===== src/shmx_pkg.sv =====
// Constants for the handshake line time-division multiplexer.
// Assumes a 125 MHz system clock and a 16-slot serial link.
// How it works
// - The link uses four wires: bit clock, low-active frame sync, data out, data in.
// - The board derives a 10 MHz bit clock and moves one bit per line per clock.
// - Frame sync is low for one bit period in slot 15 and high elsewhere.
// - Data out is driven only by the board and data in only by the module.
// - A frame has sixteen slots; sixteen signals share data in and eight share data out.
// - Data out carries RTS3 DTR3 RTS1 RTS2 RTS4 DTR4 in slots 0-5, DTR1 DTR2 in 9-10.
// - The link runs with nothing visible to software, but freezes when a finished frame finds the receive buffer full.
// - Frame sync changes on the falling edge of the bit clock.
// - Each data out bit is launched on the rising edge of the bit clock.
// - Data in is sampled on the rising edge; the module drives it on that edge.

package shmx_pkg;
	// ----------------------------------------------------------------
	// Timing
	// ----------------------------------------------------------------
	localparam int unsigned CLK_MHZ = 125;
	localparam int unsigned BIT_MHZ = 10;
	// Two toggles per bit clock period
	localparam logic [7:0] ACC_INC = 8'(2 * BIT_MHZ);
	localparam logic [8:0] ACC_MOD = 9'(CLK_MHZ);
	// ----------------------------------------------------------------
	// Frame layout
	// ----------------------------------------------------------------
	localparam int unsigned SLOTS = 16;
	localparam logic [3:0] SYNC_SLOT = 4'hF;
	localparam logic [3:0] LAST_SLOT = 4'hF;
	localparam logic [3:0] RESET_SLOT = 4'hF;
	localparam logic RESERVED_BIT = 1'b0;
	// Index i stands for serial port i+1
	localparam logic [3:0] RTS_SLOT [4] = '{4'h2, 4'h3, 4'h0, 4'h4};
	localparam logic [3:0] DTR_SLOT [4] = '{4'h9, 4'hA, 4'h1, 4'h5};
	localparam logic [3:0] CTS_SLOT [4] = '{4'h3, 4'h8, 4'h0, 4'h5};
	localparam logic [3:0] DSR_SLOT [4] = '{4'hB, 4'hE, 4'h1, 4'h6};
	localparam logic [3:0] DCD_SLOT [4] = '{4'hC, 4'hF, 4'h2, 4'h7};
	localparam logic [3:0] RI_SLOT [4] = '{4'hA, 4'hD, 4'h4, 4'h9};
	localparam int unsigned FIFO_DEPTH = 16;
endpackage : shmx_pkg


===== src/shmx_fifo.sv =====
// Synchronous FIFO with valid/ready on both sides.
// Assumes one clock domain shared by writer and reader.
`timescale 1ns/1ps
`default_nettype none

module shmx_fifo #(
	parameter int WIDTH = 16,
	parameter int DEPTH = 16
) (
	// Clock and reset
	input wire logic clk,
	input wire logic rst,
	// Fill side
	input wire logic in_valid,
	output logic in_ready,
	input wire logic [WIDTH-1:0] in_data,
	// Drain side
	output logic out_valid,
	input wire logic out_ready,
	output logic [WIDTH-1:0] out_data
);
	localparam int AW = $clog2(DEPTH);

	logic [WIDTH-1:0] mem [DEPTH];
	logic [AW:0] wr_ptr_r;
	logic [AW:0] rd_ptr_r;
	logic push;
	logic pop;

	// Extra pointer bit tells full from empty
	assign in_ready = !((wr_ptr_r[AW] != rd_ptr_r[AW]) &&
		(wr_ptr_r[AW-1:0] == rd_ptr_r[AW-1:0]));
	assign out_valid = (wr_ptr_r != rd_ptr_r);
	assign out_data = mem[rd_ptr_r[AW-1:0]];
	assign push = in_valid && in_ready;
	assign pop = out_valid && out_ready;

	always_ff @(posedge clk) begin
		if (push) begin
			mem[wr_ptr_r[AW-1:0]] <= in_data;
		end
	end

	always_ff @(posedge clk or posedge rst) begin
		if (rst) begin
			wr_ptr_r <= '0;
			rd_ptr_r <= '0;
		end else begin
			if (push) begin
				wr_ptr_r <= wr_ptr_r + 1'b1;
			end
			if (pop) begin
				rd_ptr_r <= rd_ptr_r + 1'b1;
			end
		end
	end
endmodule : shmx_fifo

`default_nettype wire


===== src/shmx_mux.sv =====
// Board end of the handshake line multiplexer link.
// Assumes UART handshake inputs on CLK; link pins leave the chip.
`timescale 1ns/1ps
`default_nettype none

module shmx_mux (
	// Clock and reset
	input wire logic CLK,
	input wire logic RST,
	// Handshake lines from the UARTs, index i is port i+1
	input wire logic [3:0] RTS,
	input wire logic [3:0] DTR,
	// Handshake lines to the UARTs
	output logic [3:0] CTS,
	output logic [3:0] DSR,
	output logic [3:0] DCD,
	output logic [3:0] RI,
	// Consumer may stall updates of the received lines
	input wire logic DRAIN_READY,
	// Link pins
	output logic MUX_BIT_CLOCK,
	output logic MUX_FRAME_SYNC_N,
	output logic MUX_SERIAL_OUT,
	input wire logic MUX_SERIAL_IN
);
	// ----------------------------------------------------------------
	// Bit clock divider
	// ----------------------------------------------------------------
	logic [7:0] acc_r;
	logic [8:0] acc_sum;
	logic tick;
	logic bclk_r;
	logic stall;
	logic rise;
	logic fall;

	assign acc_sum = {1'b0, acc_r} + {1'b0, shmx_pkg::ACC_INC};
	assign tick = !stall && (acc_sum >= shmx_pkg::ACC_MOD);
	assign rise = tick && !bclk_r;
	assign fall = tick && bclk_r;

	// fractional divider
	// Phase accumulator gives 10 MHz on average; half periods of 6 or 7
	always_ff @(posedge CLK or posedge RST) begin
		if (RST) begin
			acc_r <= 8'h00;
		end else if (!stall) begin
			if (tick) begin
				acc_r <= 8'(acc_sum - shmx_pkg::ACC_MOD);
			end else begin
				acc_r <= acc_sum[7:0];
			end
		end
	end

	always_ff @(posedge CLK or posedge RST) begin
		if (RST) begin
			bclk_r <= 1'b0;
		end else if (tick) begin
			bclk_r <= !bclk_r;
		end
	end

	// ----------------------------------------------------------------
	// Slot counter
	// ----------------------------------------------------------------
	logic [3:0] slot_r;
	logic [3:0] slot_nxt;

	assign slot_nxt = slot_r + 4'h1;

	always_ff @(posedge CLK or posedge RST) begin
		if (RST) begin
			slot_r <= shmx_pkg::RESET_SLOT;
		end else if (rise) begin
			slot_r <= slot_nxt;
		end
	end

	// ----------------------------------------------------------------
	// Outbound line
	// ----------------------------------------------------------------
	logic tx_bit;
	logic tx_r;
	logic sync_n_r;

	always_comb begin
		tx_bit = shmx_pkg::RESERVED_BIT;
		for (int i = 0; i < 4; i++) begin
			if (slot_nxt == shmx_pkg::RTS_SLOT[i]) begin
				tx_bit = RTS[i];
			end
			if (slot_nxt == shmx_pkg::DTR_SLOT[i]) begin
				tx_bit = DTR[i];
			end
		end
	end

	always_ff @(posedge CLK or posedge RST) begin
		if (RST) begin
			tx_r <= 1'b0;
		end else if (rise) begin
			tx_r <= tx_bit;
		end
	end

	always_ff @(posedge CLK or posedge RST) begin
		if (RST) begin
			sync_n_r <= 1'b1;
		end else if (fall) begin
			sync_n_r <= (slot_r != shmx_pkg::SYNC_SLOT);
		end
	end

	assign MUX_BIT_CLOCK = bclk_r;
	assign MUX_FRAME_SYNC_N = sync_n_r;
	assign MUX_SERIAL_OUT = tx_r;

	// ----------------------------------------------------------------
	// Inbound line
	// ----------------------------------------------------------------
	logic din_meta_r;
	logic din_s_r;
	logic [14:0] rx_frame_r;
	logic seen_r;
	logic push_valid_r;
	logic [15:0] push_data_r;
	logic fifo_in_ready;

	always_ff @(posedge CLK or posedge RST) begin
		if (RST) begin
			din_meta_r <= 1'b0;
			din_s_r <= 1'b0;
		end else begin
			din_meta_r <= MUX_SERIAL_IN;
			din_s_r <= din_meta_r;
		end
	end

	// per-slot hold register
	// Bit sampled at a rise belongs to the slot that rise ends
	always_ff @(posedge CLK or posedge RST) begin
		if (RST) begin
			rx_frame_r <= 15'h0000;
		end else if (rise && slot_r != shmx_pkg::LAST_SLOT) begin
			rx_frame_r[slot_r] <= din_s_r;
		end
	end

	// First wrap after reset closes a partial frame, so it is not pushed
	always_ff @(posedge CLK or posedge RST) begin
		if (RST) begin
			seen_r <= 1'b0;
		end else if (rise) begin
			seen_r <= 1'b1;
		end
	end

	always_ff @(posedge CLK or posedge RST) begin
		if (RST) begin
			push_valid_r <= 1'b0;
			push_data_r <= 16'h0000;
		end else if (rise && slot_r == shmx_pkg::LAST_SLOT && seen_r) begin
			push_valid_r <= 1'b1;
			push_data_r <= {din_s_r, rx_frame_r};
		end else if (fifo_in_ready) begin
			push_valid_r <= 1'b0;
		end
	end

	// Full buffer freezes the link rather than losing a frame
	assign stall = push_valid_r && !fifo_in_ready;

	logic fifo_out_valid;
	logic [15:0] fifo_out_data;

	shmx_fifo #(
		.WIDTH(shmx_pkg::SLOTS),
		.DEPTH(shmx_pkg::FIFO_DEPTH)
	) u_fifo (
		.clk(CLK),
		.rst(RST),
		.in_valid(push_valid_r),
		.in_ready(fifo_in_ready),
		.in_data(push_data_r),
		.out_valid(fifo_out_valid),
		.out_ready(DRAIN_READY),
		.out_data(fifo_out_data)
	);

	// ----------------------------------------------------------------
	// Received handshake outputs
	// ----------------------------------------------------------------
	// inbound slot map
	always_ff @(posedge CLK or posedge RST) begin
		if (RST) begin
			CTS <= 4'h0;
			DSR <= 4'h0;
			DCD <= 4'h0;
			RI <= 4'h0;
		end else if (fifo_out_valid && DRAIN_READY) begin
			for (int i = 0; i < 4; i++) begin
				CTS[i] <= fifo_out_data[shmx_pkg::CTS_SLOT[i]];
				DSR[i] <= fifo_out_data[shmx_pkg::DSR_SLOT[i]];
				DCD[i] <= fifo_out_data[shmx_pkg::DCD_SLOT[i]];
				RI[i] <= fifo_out_data[shmx_pkg::RI_SLOT[i]];
			end
		end
	end
endmodule : shmx_mux

`default_nettype wire


===== config.mk =====
export PLATFORM = sky130hd
export DESIGN_NAME = shmx_mux
export DESIGN_NICKNAME = d
export VERILOG_FILES = /design/src/shmx_pkg.sv /design/src/shmx_fifo.sv /design/src/shmx_mux.sv
export SDC_FILE = /design/constraint.sdc
export NUM_CORES = 1
export LEC_CHECK = 0
export ABC_AREA = 0
export BUFFER_PORTS_ARGS = -buffer_cell sky130_fd_sc_hd__buf_2
export CELL_PAD_IN_SITES_DETAIL_PLACEMENT = 1
export CELL_PAD_IN_SITES_GLOBAL_PLACEMENT = 2
export CORE_UTILIZATION = 49
export DETAILED_ROUTE_END_ITERATION = 16
export HOLD_SLACK_MARGIN = 0.12
export PLACE_DENSITY = 0.82
export SETUP_SLACK_MARGIN = 0.02
export SLEW_MARGIN = 10
export SYNTH_ARGS = -nofsm -noshare
export SYNTH_HDL_FRONTEND = slang
export SYNTH_SLANG_ARGS = --single-unit

===== constraint.sdc =====
create_clock -name CLK -period 3.9 [get_ports CLK]
set_input_delay 0.39 -clock CLK [delete_from_list [all_inputs] [get_ports CLK]]
set_output_delay 0.39 -clock CLK [all_outputs]
set_load 0.05 [all_outputs]

== Yosys cells after proc, flatten, opt, wreduce, memory -nomap -nowiden ==
Memory sizes are Yosys's and may differ from the RTL's. A register that Yosys moved wholly into a read port is not among the register bits.
Index checks and enable logic that the tools add are counted.

* Bits in registers: 60
* Memory bits (writable): 256
* Input bits: 12
* Output and inout bits: 19
* Word-level logic and storage cells: 66
* Memories kept: 1

* Add/subtract/negate cells: 5
* Order comparisons: 3
* Equal/unequal tests: 13
* Multiplexer cells: 16
* Reduce and logical (&&, ||, !) cells: 15

{| class="wikitable"
|+ Memories
! name !! depth !! width !! rd ports !! clocked after memory_dff !! wr ports !! line !! source
|-
| u_fifo.mem || 16 || 16 || 1 || 1 || 1 || shmx_fifo.sv:24 || <nowiki>logic [WIDTH-1:0] mem [DEPTH];</nowiki>
|}

{| class="wikitable"
|+ Operator list
! operator !! number
|-
| $bwmux W15 || 1
|-
| $mux W1 || 13
|-
| $eq A4 B4 Y1 const B || 3
|-
| $logic_and A1 B1 Y1 || 11
|-
| $add A5 B1 Y5 const B || 2
|-
| $add A8 B5 Y9 const B || 1
|-
| $ge A9 B7 Y1 const B || 1
|-
| $eq A4 B2 Y1 const B || 2
|-
| $eq A4 B3 Y1 const B || 2
|-
| $mux W8 || 1
|-
| $sub A8 B7 Y8 const B || 1
|-
| $lt A4 B5 Y1 const B || 1
|-
| $ne A5 B5 Y1 || 1
|-
| $add A4 B1 Y4 const B || 1
|-
| $demux W1 S4 || 1
|-
| $eq A4 B1 Y1 const B || 1
|-
| $eq A4 B4 Y1 || 1
|-
| $ge A4 B1 Y1 const B || 1
|-
| $logic_not A4 Y1 || 1
|-
| $ne A4 B4 Y1 const B || 1
|-
| $logic_not A1 Y1 || 3
|-
| $ne A2 B2 Y1 const B || 1
|-
| $ne A1 B1 Y1 || 1
|}

== Depth between registers and ports, before layout ==
* Depth after elaboration: 10
* Gate-level depth with buffers: 10
* Mapped depth without buffers: 8

== By module ==
A second synthesis with hierarchy kept.

* Cells, all modules: 737
* Area, all modules: 13462.9 µm²

{| class="wikitable"
|+ Modules (own cells, without submodules)
! module !! times used !! cells an instance !! area each (µm²) !! seq. area each (µm²)
|-
| shmx_fifo || 1 || 480 || 10297.4 || 7937.6
|-
| shmx_mux || 1 || 257 || 3165.5 || 1657.8
|}

== Worst setup path before layout ==
Ideal clock, no wire load.

* Path type: reg-to-reg
* Start point: register u_fifo.rd_ptr_r[0]
* End point: memory u_fifo.mem[3][0] (enable)
* Setup time: 0.409 ns
* Arrival time: 2.517 ns
* Data required time: 3.491 ns
* Slack: 0.974 ns
* Cell stages (with the launch flop): 7
* Buffers on the path: 1
* Period minus slack after synthesis: 2.926 ns
* Path through: dfrtp_1 > clkbuf_1 > xor2_1 > nor4_2 > a21boi_1 > nand2_1 > nor3_1

* Longest elaborated chain between the ends: 6

{| class="wikitable"
|+ RTL lines
! what !! line !! source
|-
| from (decl) || shmx_fifo.sv:26 || <nowiki>logic [AW:0] rd_ptr_r;</nowiki>
|-
| from (signal assigned) || shmx_fifo.sv:53 || <nowiki>rd_ptr_r <= rd_ptr_r + 1'b1;</nowiki>
|-
| $eq A4 B4 Y1 || shmx_fifo.sv:32 || <nowiki>(wr_ptr_r[AW-1:0] == rd_ptr_r[AW-1:0]));</nowiki>
|-
| $logic_and A1 B1 Y1 || shmx_fifo.sv:31 || <nowiki>assign in_ready = !((wr_ptr_r[AW] != rd_ptr_r[AW]) &&</nowiki>
|-
| $logic_not A1 Y1 || shmx_fifo.sv:31 ||
|-
| $logic_and A1 B1 Y1 || shmx_fifo.sv:35 || <nowiki>assign push = in_valid && in_ready;</nowiki>
|-
| $mux W1 || shmx_fifo.sv:39 || <nowiki>if (push) begin</nowiki>
|-
| $mux W1 (not written as such) || shmx_fifo.sv:40 || <nowiki>mem[wr_ptr_r[AW-1:0]] <= in_data;</nowiki>
|-
| to (decl) || shmx_fifo.sv:24 ||
|}

No other way between the ends.

== Worst setup path in the final report ==
* Start point: register acc_r[2]
* End point: register push_data_r[9]

* Longest elaborated chain between the ends: 6

{| class="wikitable"
|+ RTL lines
! what !! line !! source
|-
| from (decl) || shmx_mux.sv:29 || <nowiki>logic [7:0] acc_r;</nowiki>
|-
| from (signal assigned) || shmx_mux.sv:49 || <nowiki>acc_r <= 8'(acc_sum - shmx_pkg::ACC_MOD);</nowiki>
|-
| from (signal assigned) || shmx_mux.sv:51 || <nowiki>acc_r <= acc_sum[7:0];</nowiki>
|-
| $add A8 B5 Y9 || shmx_mux.sv:37 || <nowiki>assign acc_sum = {1'b0, acc_r} + {1'b0, shmx_pkg::ACC_INC};</nowiki>
|-
| $ge A9 B7 Y1 || shmx_mux.sv:38 || <nowiki>assign tick = !stall && (acc_sum >= shmx_pkg::ACC_MOD);</nowiki>
|-
| $logic_and A1 B1 Y1 || shmx_mux.sv:38 ||
|-
| $logic_and A1 B1 Y1 || shmx_mux.sv:39 || <nowiki>assign rise = tick && !bclk_r;</nowiki>
|-
| $logic_and A1 B1 Y1 (2 in a row) || shmx_mux.sv:163 || <nowiki>end else if (rise && slot_r == shmx_pkg::LAST_SLOT && seen_r) begin</nowiki>
|-
| to (signal assigned) || shmx_mux.sv:165 || <nowiki>push_data_r <= {din_s_r, rx_frame_r};</nowiki>
|-
| to (decl) || shmx_mux.sv:127 || <nowiki>logic [15:0] push_data_r;</nowiki>
|}

No other way between the ends.
A chain may end at the register's enable or synchronous reset.

==> results list <==
* Outcome: finished, final reports clean
- Predominant post-synthesis flop cell: sky130_fd_sc_hd__edfxtp_1
* Mapped cell area: 13,400 um^2
- Sequential fraction of the synthesis area: 0.717
- The count of final hold-check violations is 0.
- Power density over the cells: ~540 nW/um^2
- After synthesis, the largest family of logic cells by area is multiplexers.
- R2R Path End: push_data_r[9]$_DFFE_PP0P_
- Number of antenna repair diodes: 0
- Detailed-placement wirelength estimate: roughly 17,000 um
- Counting along the longest clock path gives a buffer depth of 3.
- Final critical-path required period: around 3.2 ns
- Root Buffer Master: sky130_fd_sc_hd__clkbuf_16
* Post-Route Hold Slack: about 0.13 ns
- Number of antenna violations at the first check in global routing: 0
- Arrival time at the worst endpoint: 3.61 ns
* Relative slew margins: 0.280
- Area grow syn2layout: 13.9%
* Peak supply drop: 0.393 mV
- Die W: between 150 and 200 um
- Final routed wirelength across all metal layers: ~29,000 um
* Reg2reg start: acc_r[2]$_DFFE_PP0N_
- Number of flops mapped to enable cells by yosys: about 260
- Maximum fanout along the worst path: 17
* Unrepaired setup endpoints after global routing: false
- Maximum capacitance violations: 0
- Leaving out fill and tap cells, the most frequent cells in the layout are 256 x sky130_fd_sc_hd__edfxtp_1, 80 x sky130_fd_sc_hd__mux4_2, 69 x sky130_fd_sc_hd__dfrtp_1, 39 x sky130_fd_sc_hd__mux2_2, 37 x sky130_fd_sc_hd__clkbuf_16.
* Leakage power figure: roughly 4.6 nW
- Of the post-synthesis cell area, the part taken by muxes is 0.178.
- The worst setup path is launched from a register.
* DR WL/cell: 26.1 um
* Reg2reg setup slack: ~0.66 ns
* Area of the die: about 28,000 um^2
- Number of iterations in the first detailed-routing pass: 4
* Path class of the lowest-slack min-delay path: primary input to async pin
- Between clock sinks in the finished design, the worst skew comes to between 0.01 and 0.015 ns.
* Vias post-DR: 6,536
* Vias in the first global route: about 7,300
- Std cell rows: 60
- Dividing the detail-routed via count by the number of cells gives between 5 and 6.
- Average footprint of a synthesized cell: between 15 and 20 um^2
* Placer congestion estimate: 0.743
- First-pass GRT wire length: around 44,000 um
* Port-buffer cells: 30
- Syn. warnings: 0
- Core footprint: ~27,000 um^2
- The fraction of the mapped netlist area in compound gates is 0.0199.
* Initial drt markers: 370
* Flops & latches, synth: between 300 and 400
- In the synthesized netlist the async set-or-reset flop fraction comes to 0.229.
- At the pin with the least slew margin, the transition time is around 1.1 ns.
- Post-Synth XOR/XNOR Area: 0.0157
- Data required time at the worst endpoint: approximately 4.3 ns
* Synthesized instance count: 682
- CTS sink cnt: around 330
- The net count of the finished layout is between 700 and 800.
- Timing would allow up to 309 MHz.
* Largest net degree at the start of global routing: between 60 and 70
- Final slew viol count: 0
- Number of CTS-inserted buffers: 35
- Cell variety after synth: 52
- Count of cells along the worst register-to-register path: 7
- Simple-gate area share of the yosys netlist: 0.0377
* Number of top-level design ports: 31
* Share of the clock period used by the worst path after layout: 0.830
- The die is around 170 um tall.
* Clock transition at the register clock pins on the worst setup and hold paths after CTS: around 0.06 ns
- Synth Net Count: just over 700
- In the routed design, unresolved DRC markers number 0.
- Type of the worst setup path: register to register
* Kind of end point of the critical path: register
- For the worst-skew pair, the clock arrives at the later sink with an insertion delay of around 0.50 ns.
* Most frequent standard cell in the layout excluding fill and tap cells: sky130_fd_sc_hd__edfxtp_1
- Share of layout cells above drive strength 1: 0.339
- Across every metal layer, demand over resource in global routing totals 0.214.
- Setup total negative slack on the finished layout was measured at 0 ns.
- The H-tree was split into 2 levels.
- Cells resized by post-CTS repair: 0
- Adder-cell share of the synthesized area: 0.0140
- Final Setup Violations: 0
- Clock tree from TritonCTS: yes
* Overflow after GRT: 0
* Post-DRT Antenna Nets: 0
- The initial utilization of the core area, before any placement, comes to 0.498.
-- where the power goes --
part           switching (mW)  internal (mW)  leakage (nW)
Clock                    1.31           2.10         0.593
Combinational           0.572          0.408          1.34
Sequential             0.0285           3.80          2.67
Total                    1.92           6.32          4.60
-- sequential cells by signal, indices dropped and copies added, names as in the netlist, 4 cells and up --
register / count
CTS: 4
DCD: 4
DSR: 4
RI: 4
acc_r: 8
push_data_r: 16
rx_frame_r: 15
slot_r: 4
u_fifo.mem: 256
u_fifo.rd_ptr_r: 5
u_fifo.wr_ptr_r: 5
-- critical path: stages (launching register included) --
cell and delay [ns]:
sky130_fd_sc_hd__dfrtp_1 0.47, sky130_fd_sc_hd__inv_1 0.12, sky130_fd_sc_hd__ha_1 0.36, sky130_fd_sc_hd__o31ai_1 0.44, sky130_fd_sc_hd__nand4_4 0.26, sky130_fd_sc_hd__a211oi_4 0.26, sky130_fd_sc_hd__and3_1 0.78, sky130_fd_sc_hd__mux2_2 0.43
-- cells in the mapped netlist, types with 2 or more instances --
| library cell | count | area share |
|---|---|---|
| sky130_fd_sc_hd__mux4_2 | 80 | 0.13 |
| sky130_fd_sc_hd__buf_1 | 5 | 0.0014 |
| sky130_fd_sc_hd__o21ai_0 | 6 | 0.0022 |
| sky130_fd_sc_hd__buf_4 | 5 | 0.0028 |
| sky130_fd_sc_hd__nand4_1 | 5 | 0.0023 |
| sky130_fd_sc_hd__nand3_1 | 17 | 0.0064 |
| sky130_fd_sc_hd__and3_1 | 7 | 0.0033 |
| sky130_fd_sc_hd__inv_1 | 11 | 0.0031 |
| sky130_fd_sc_hd__ha_1 | 15 | 0.014 |
| sky130_fd_sc_hd__nand2_1 | 23 | 0.0064 |
| sky130_fd_sc_hd__buf_6 | 3 | 0.0025 |
| sky130_fd_sc_hd__buf_2 | 9 | 0.0034 |
| sky130_fd_sc_hd__xnor2_1 | 12 | 0.0078 |
| sky130_fd_sc_hd__edfxtp_1 | 256 | 0.57 |
| sky130_fd_sc_hd__dfstp_2 | 5 | 0.0098 |
| sky130_fd_sc_hd__clkbuf_1 | 13 | 0.0036 |
| sky130_fd_sc_hd__o211ai_1 | 2 | 0.0011 |
| sky130_fd_sc_hd__mux2_2 | 39 | 0.033 |
| sky130_fd_sc_hd__xor2_1 | 12 | 0.0078 |
| sky130_fd_sc_hd__a211oi_1 | 4 | 0.0022 |
| sky130_fd_sc_hd__nor2b_1 | 6 | 0.0028 |
| sky130_fd_sc_hd__mux2_4 | 9 | 0.010 |
| sky130_fd_sc_hd__a21oi_1 | 9 | 0.0034 |
| sky130_fd_sc_hd__dfrtp_1 | 71 | 0.13 |
| sky130_fd_sc_hd__nand2b_1 | 2 | 0.00093 |
| sky130_fd_sc_hd__nor2_1 | 22 | 0.0062 |
| sky130_fd_sc_hd__o22ai_1 | 2 | 0.00093 |
| sky130_fd_sc_hd__o31ai_1 | 2 | 0.0011 |
| sky130_fd_sc_hd__nor3_1 | 7 | 0.0026 |
-- layer usage --
layer / vias to the layer above / track usage / part of all wire
li1: 2820 / - / -
met1: 3479 / 0.289 / 0.42
met2: 182 / 0.363 / 0.50
met3: 55 / 0.0314 / 0.055
met4: 0 / 0.0662 / 0.026
met5: - / 0 / 0
-- timing repair --
action	in CTS	in global routing
hold buffers	1	0
buffers inserted	0	0
hold endpoints to repair	1	0
-- cell families after synthesis --
| kind of cell | count (synthesis) |
|---|---|
| AOI/OAI and AO/OA | 37 |
| adders and majority gates | 15 |
| xor gates and xnor gates | 24 |
| DFF | 332 |
| muxes | 129 |
| buffers and inverters | 47 |
| and+or+nand+nor | 98 |
-- worst max path at each step --
| stage | end | from |
|---|---|---|
| 2_1_floorplan | u_fifo.mem[3][0]$_DFFE_PP_ | u_fifo.rd_ptr_r[0]$_DFFE_PP0P_ |
| 3_3_place_gp | push_data_r[12]$_DFFE_PP0P_ | acc_r[2]$_DFFE_PP0N_ |
| 3_5_place_dp | push_data_r[9]$_DFFE_PP0P_ | acc_r[2]$_DFFE_PP0N_ |
| 4_1_cts | push_data_r[9]$_DFFE_PP0P_ | acc_r[2]$_DFFE_PP0N_ |
| 5_1_grt | push_data_r[14]$_DFFE_PP0P_ | acc_r[2]$_DFFE_PP0N_ |
| 6_report | push_data_r[9]$_DFFE_PP0P_ | acc_r[2]$_DFFE_PP0N_ |
-- stage by stage --
| stage | instance area, um^2 | instances | util | setup WS (ns) | power, mW |
|---|---|---|---|---|---|
| 3_3_place_gp | 14100 | 1044 | 0.523 | 0.856 | 4.90 |
| 6_report | 15300 | 1108 | 0.568 | 0.662 | 8.23 |
| 2_1_floorplan | 13400 | 682 | - | 0.974 | 4.69 |
| 3_5_place_dp | 14100 | 1044 | 0.523 | 0.673 | 4.91 |
| 4_1_cts | 15300 | 1108 | 0.568 | 0.644 | 8.34 |
| 5_1_grt | 15300 | 1108 | 0.568 | 0.431 | 8.49 |
-- layout make-up --
type / instances / area (um^2)
Clock buffer: 45 / 976
Clock inverter: 18 / 219
Fill cell: 2332 / 11600
Inverter: 11 / 42.5
Multi-Input combinational cell: 303 / 3580
Sequential cell: 332 / 9600
Tap cell: 341 / 427
Timing Repair Buffer: 58 / 413
Power figures use the tool's default switching activity.
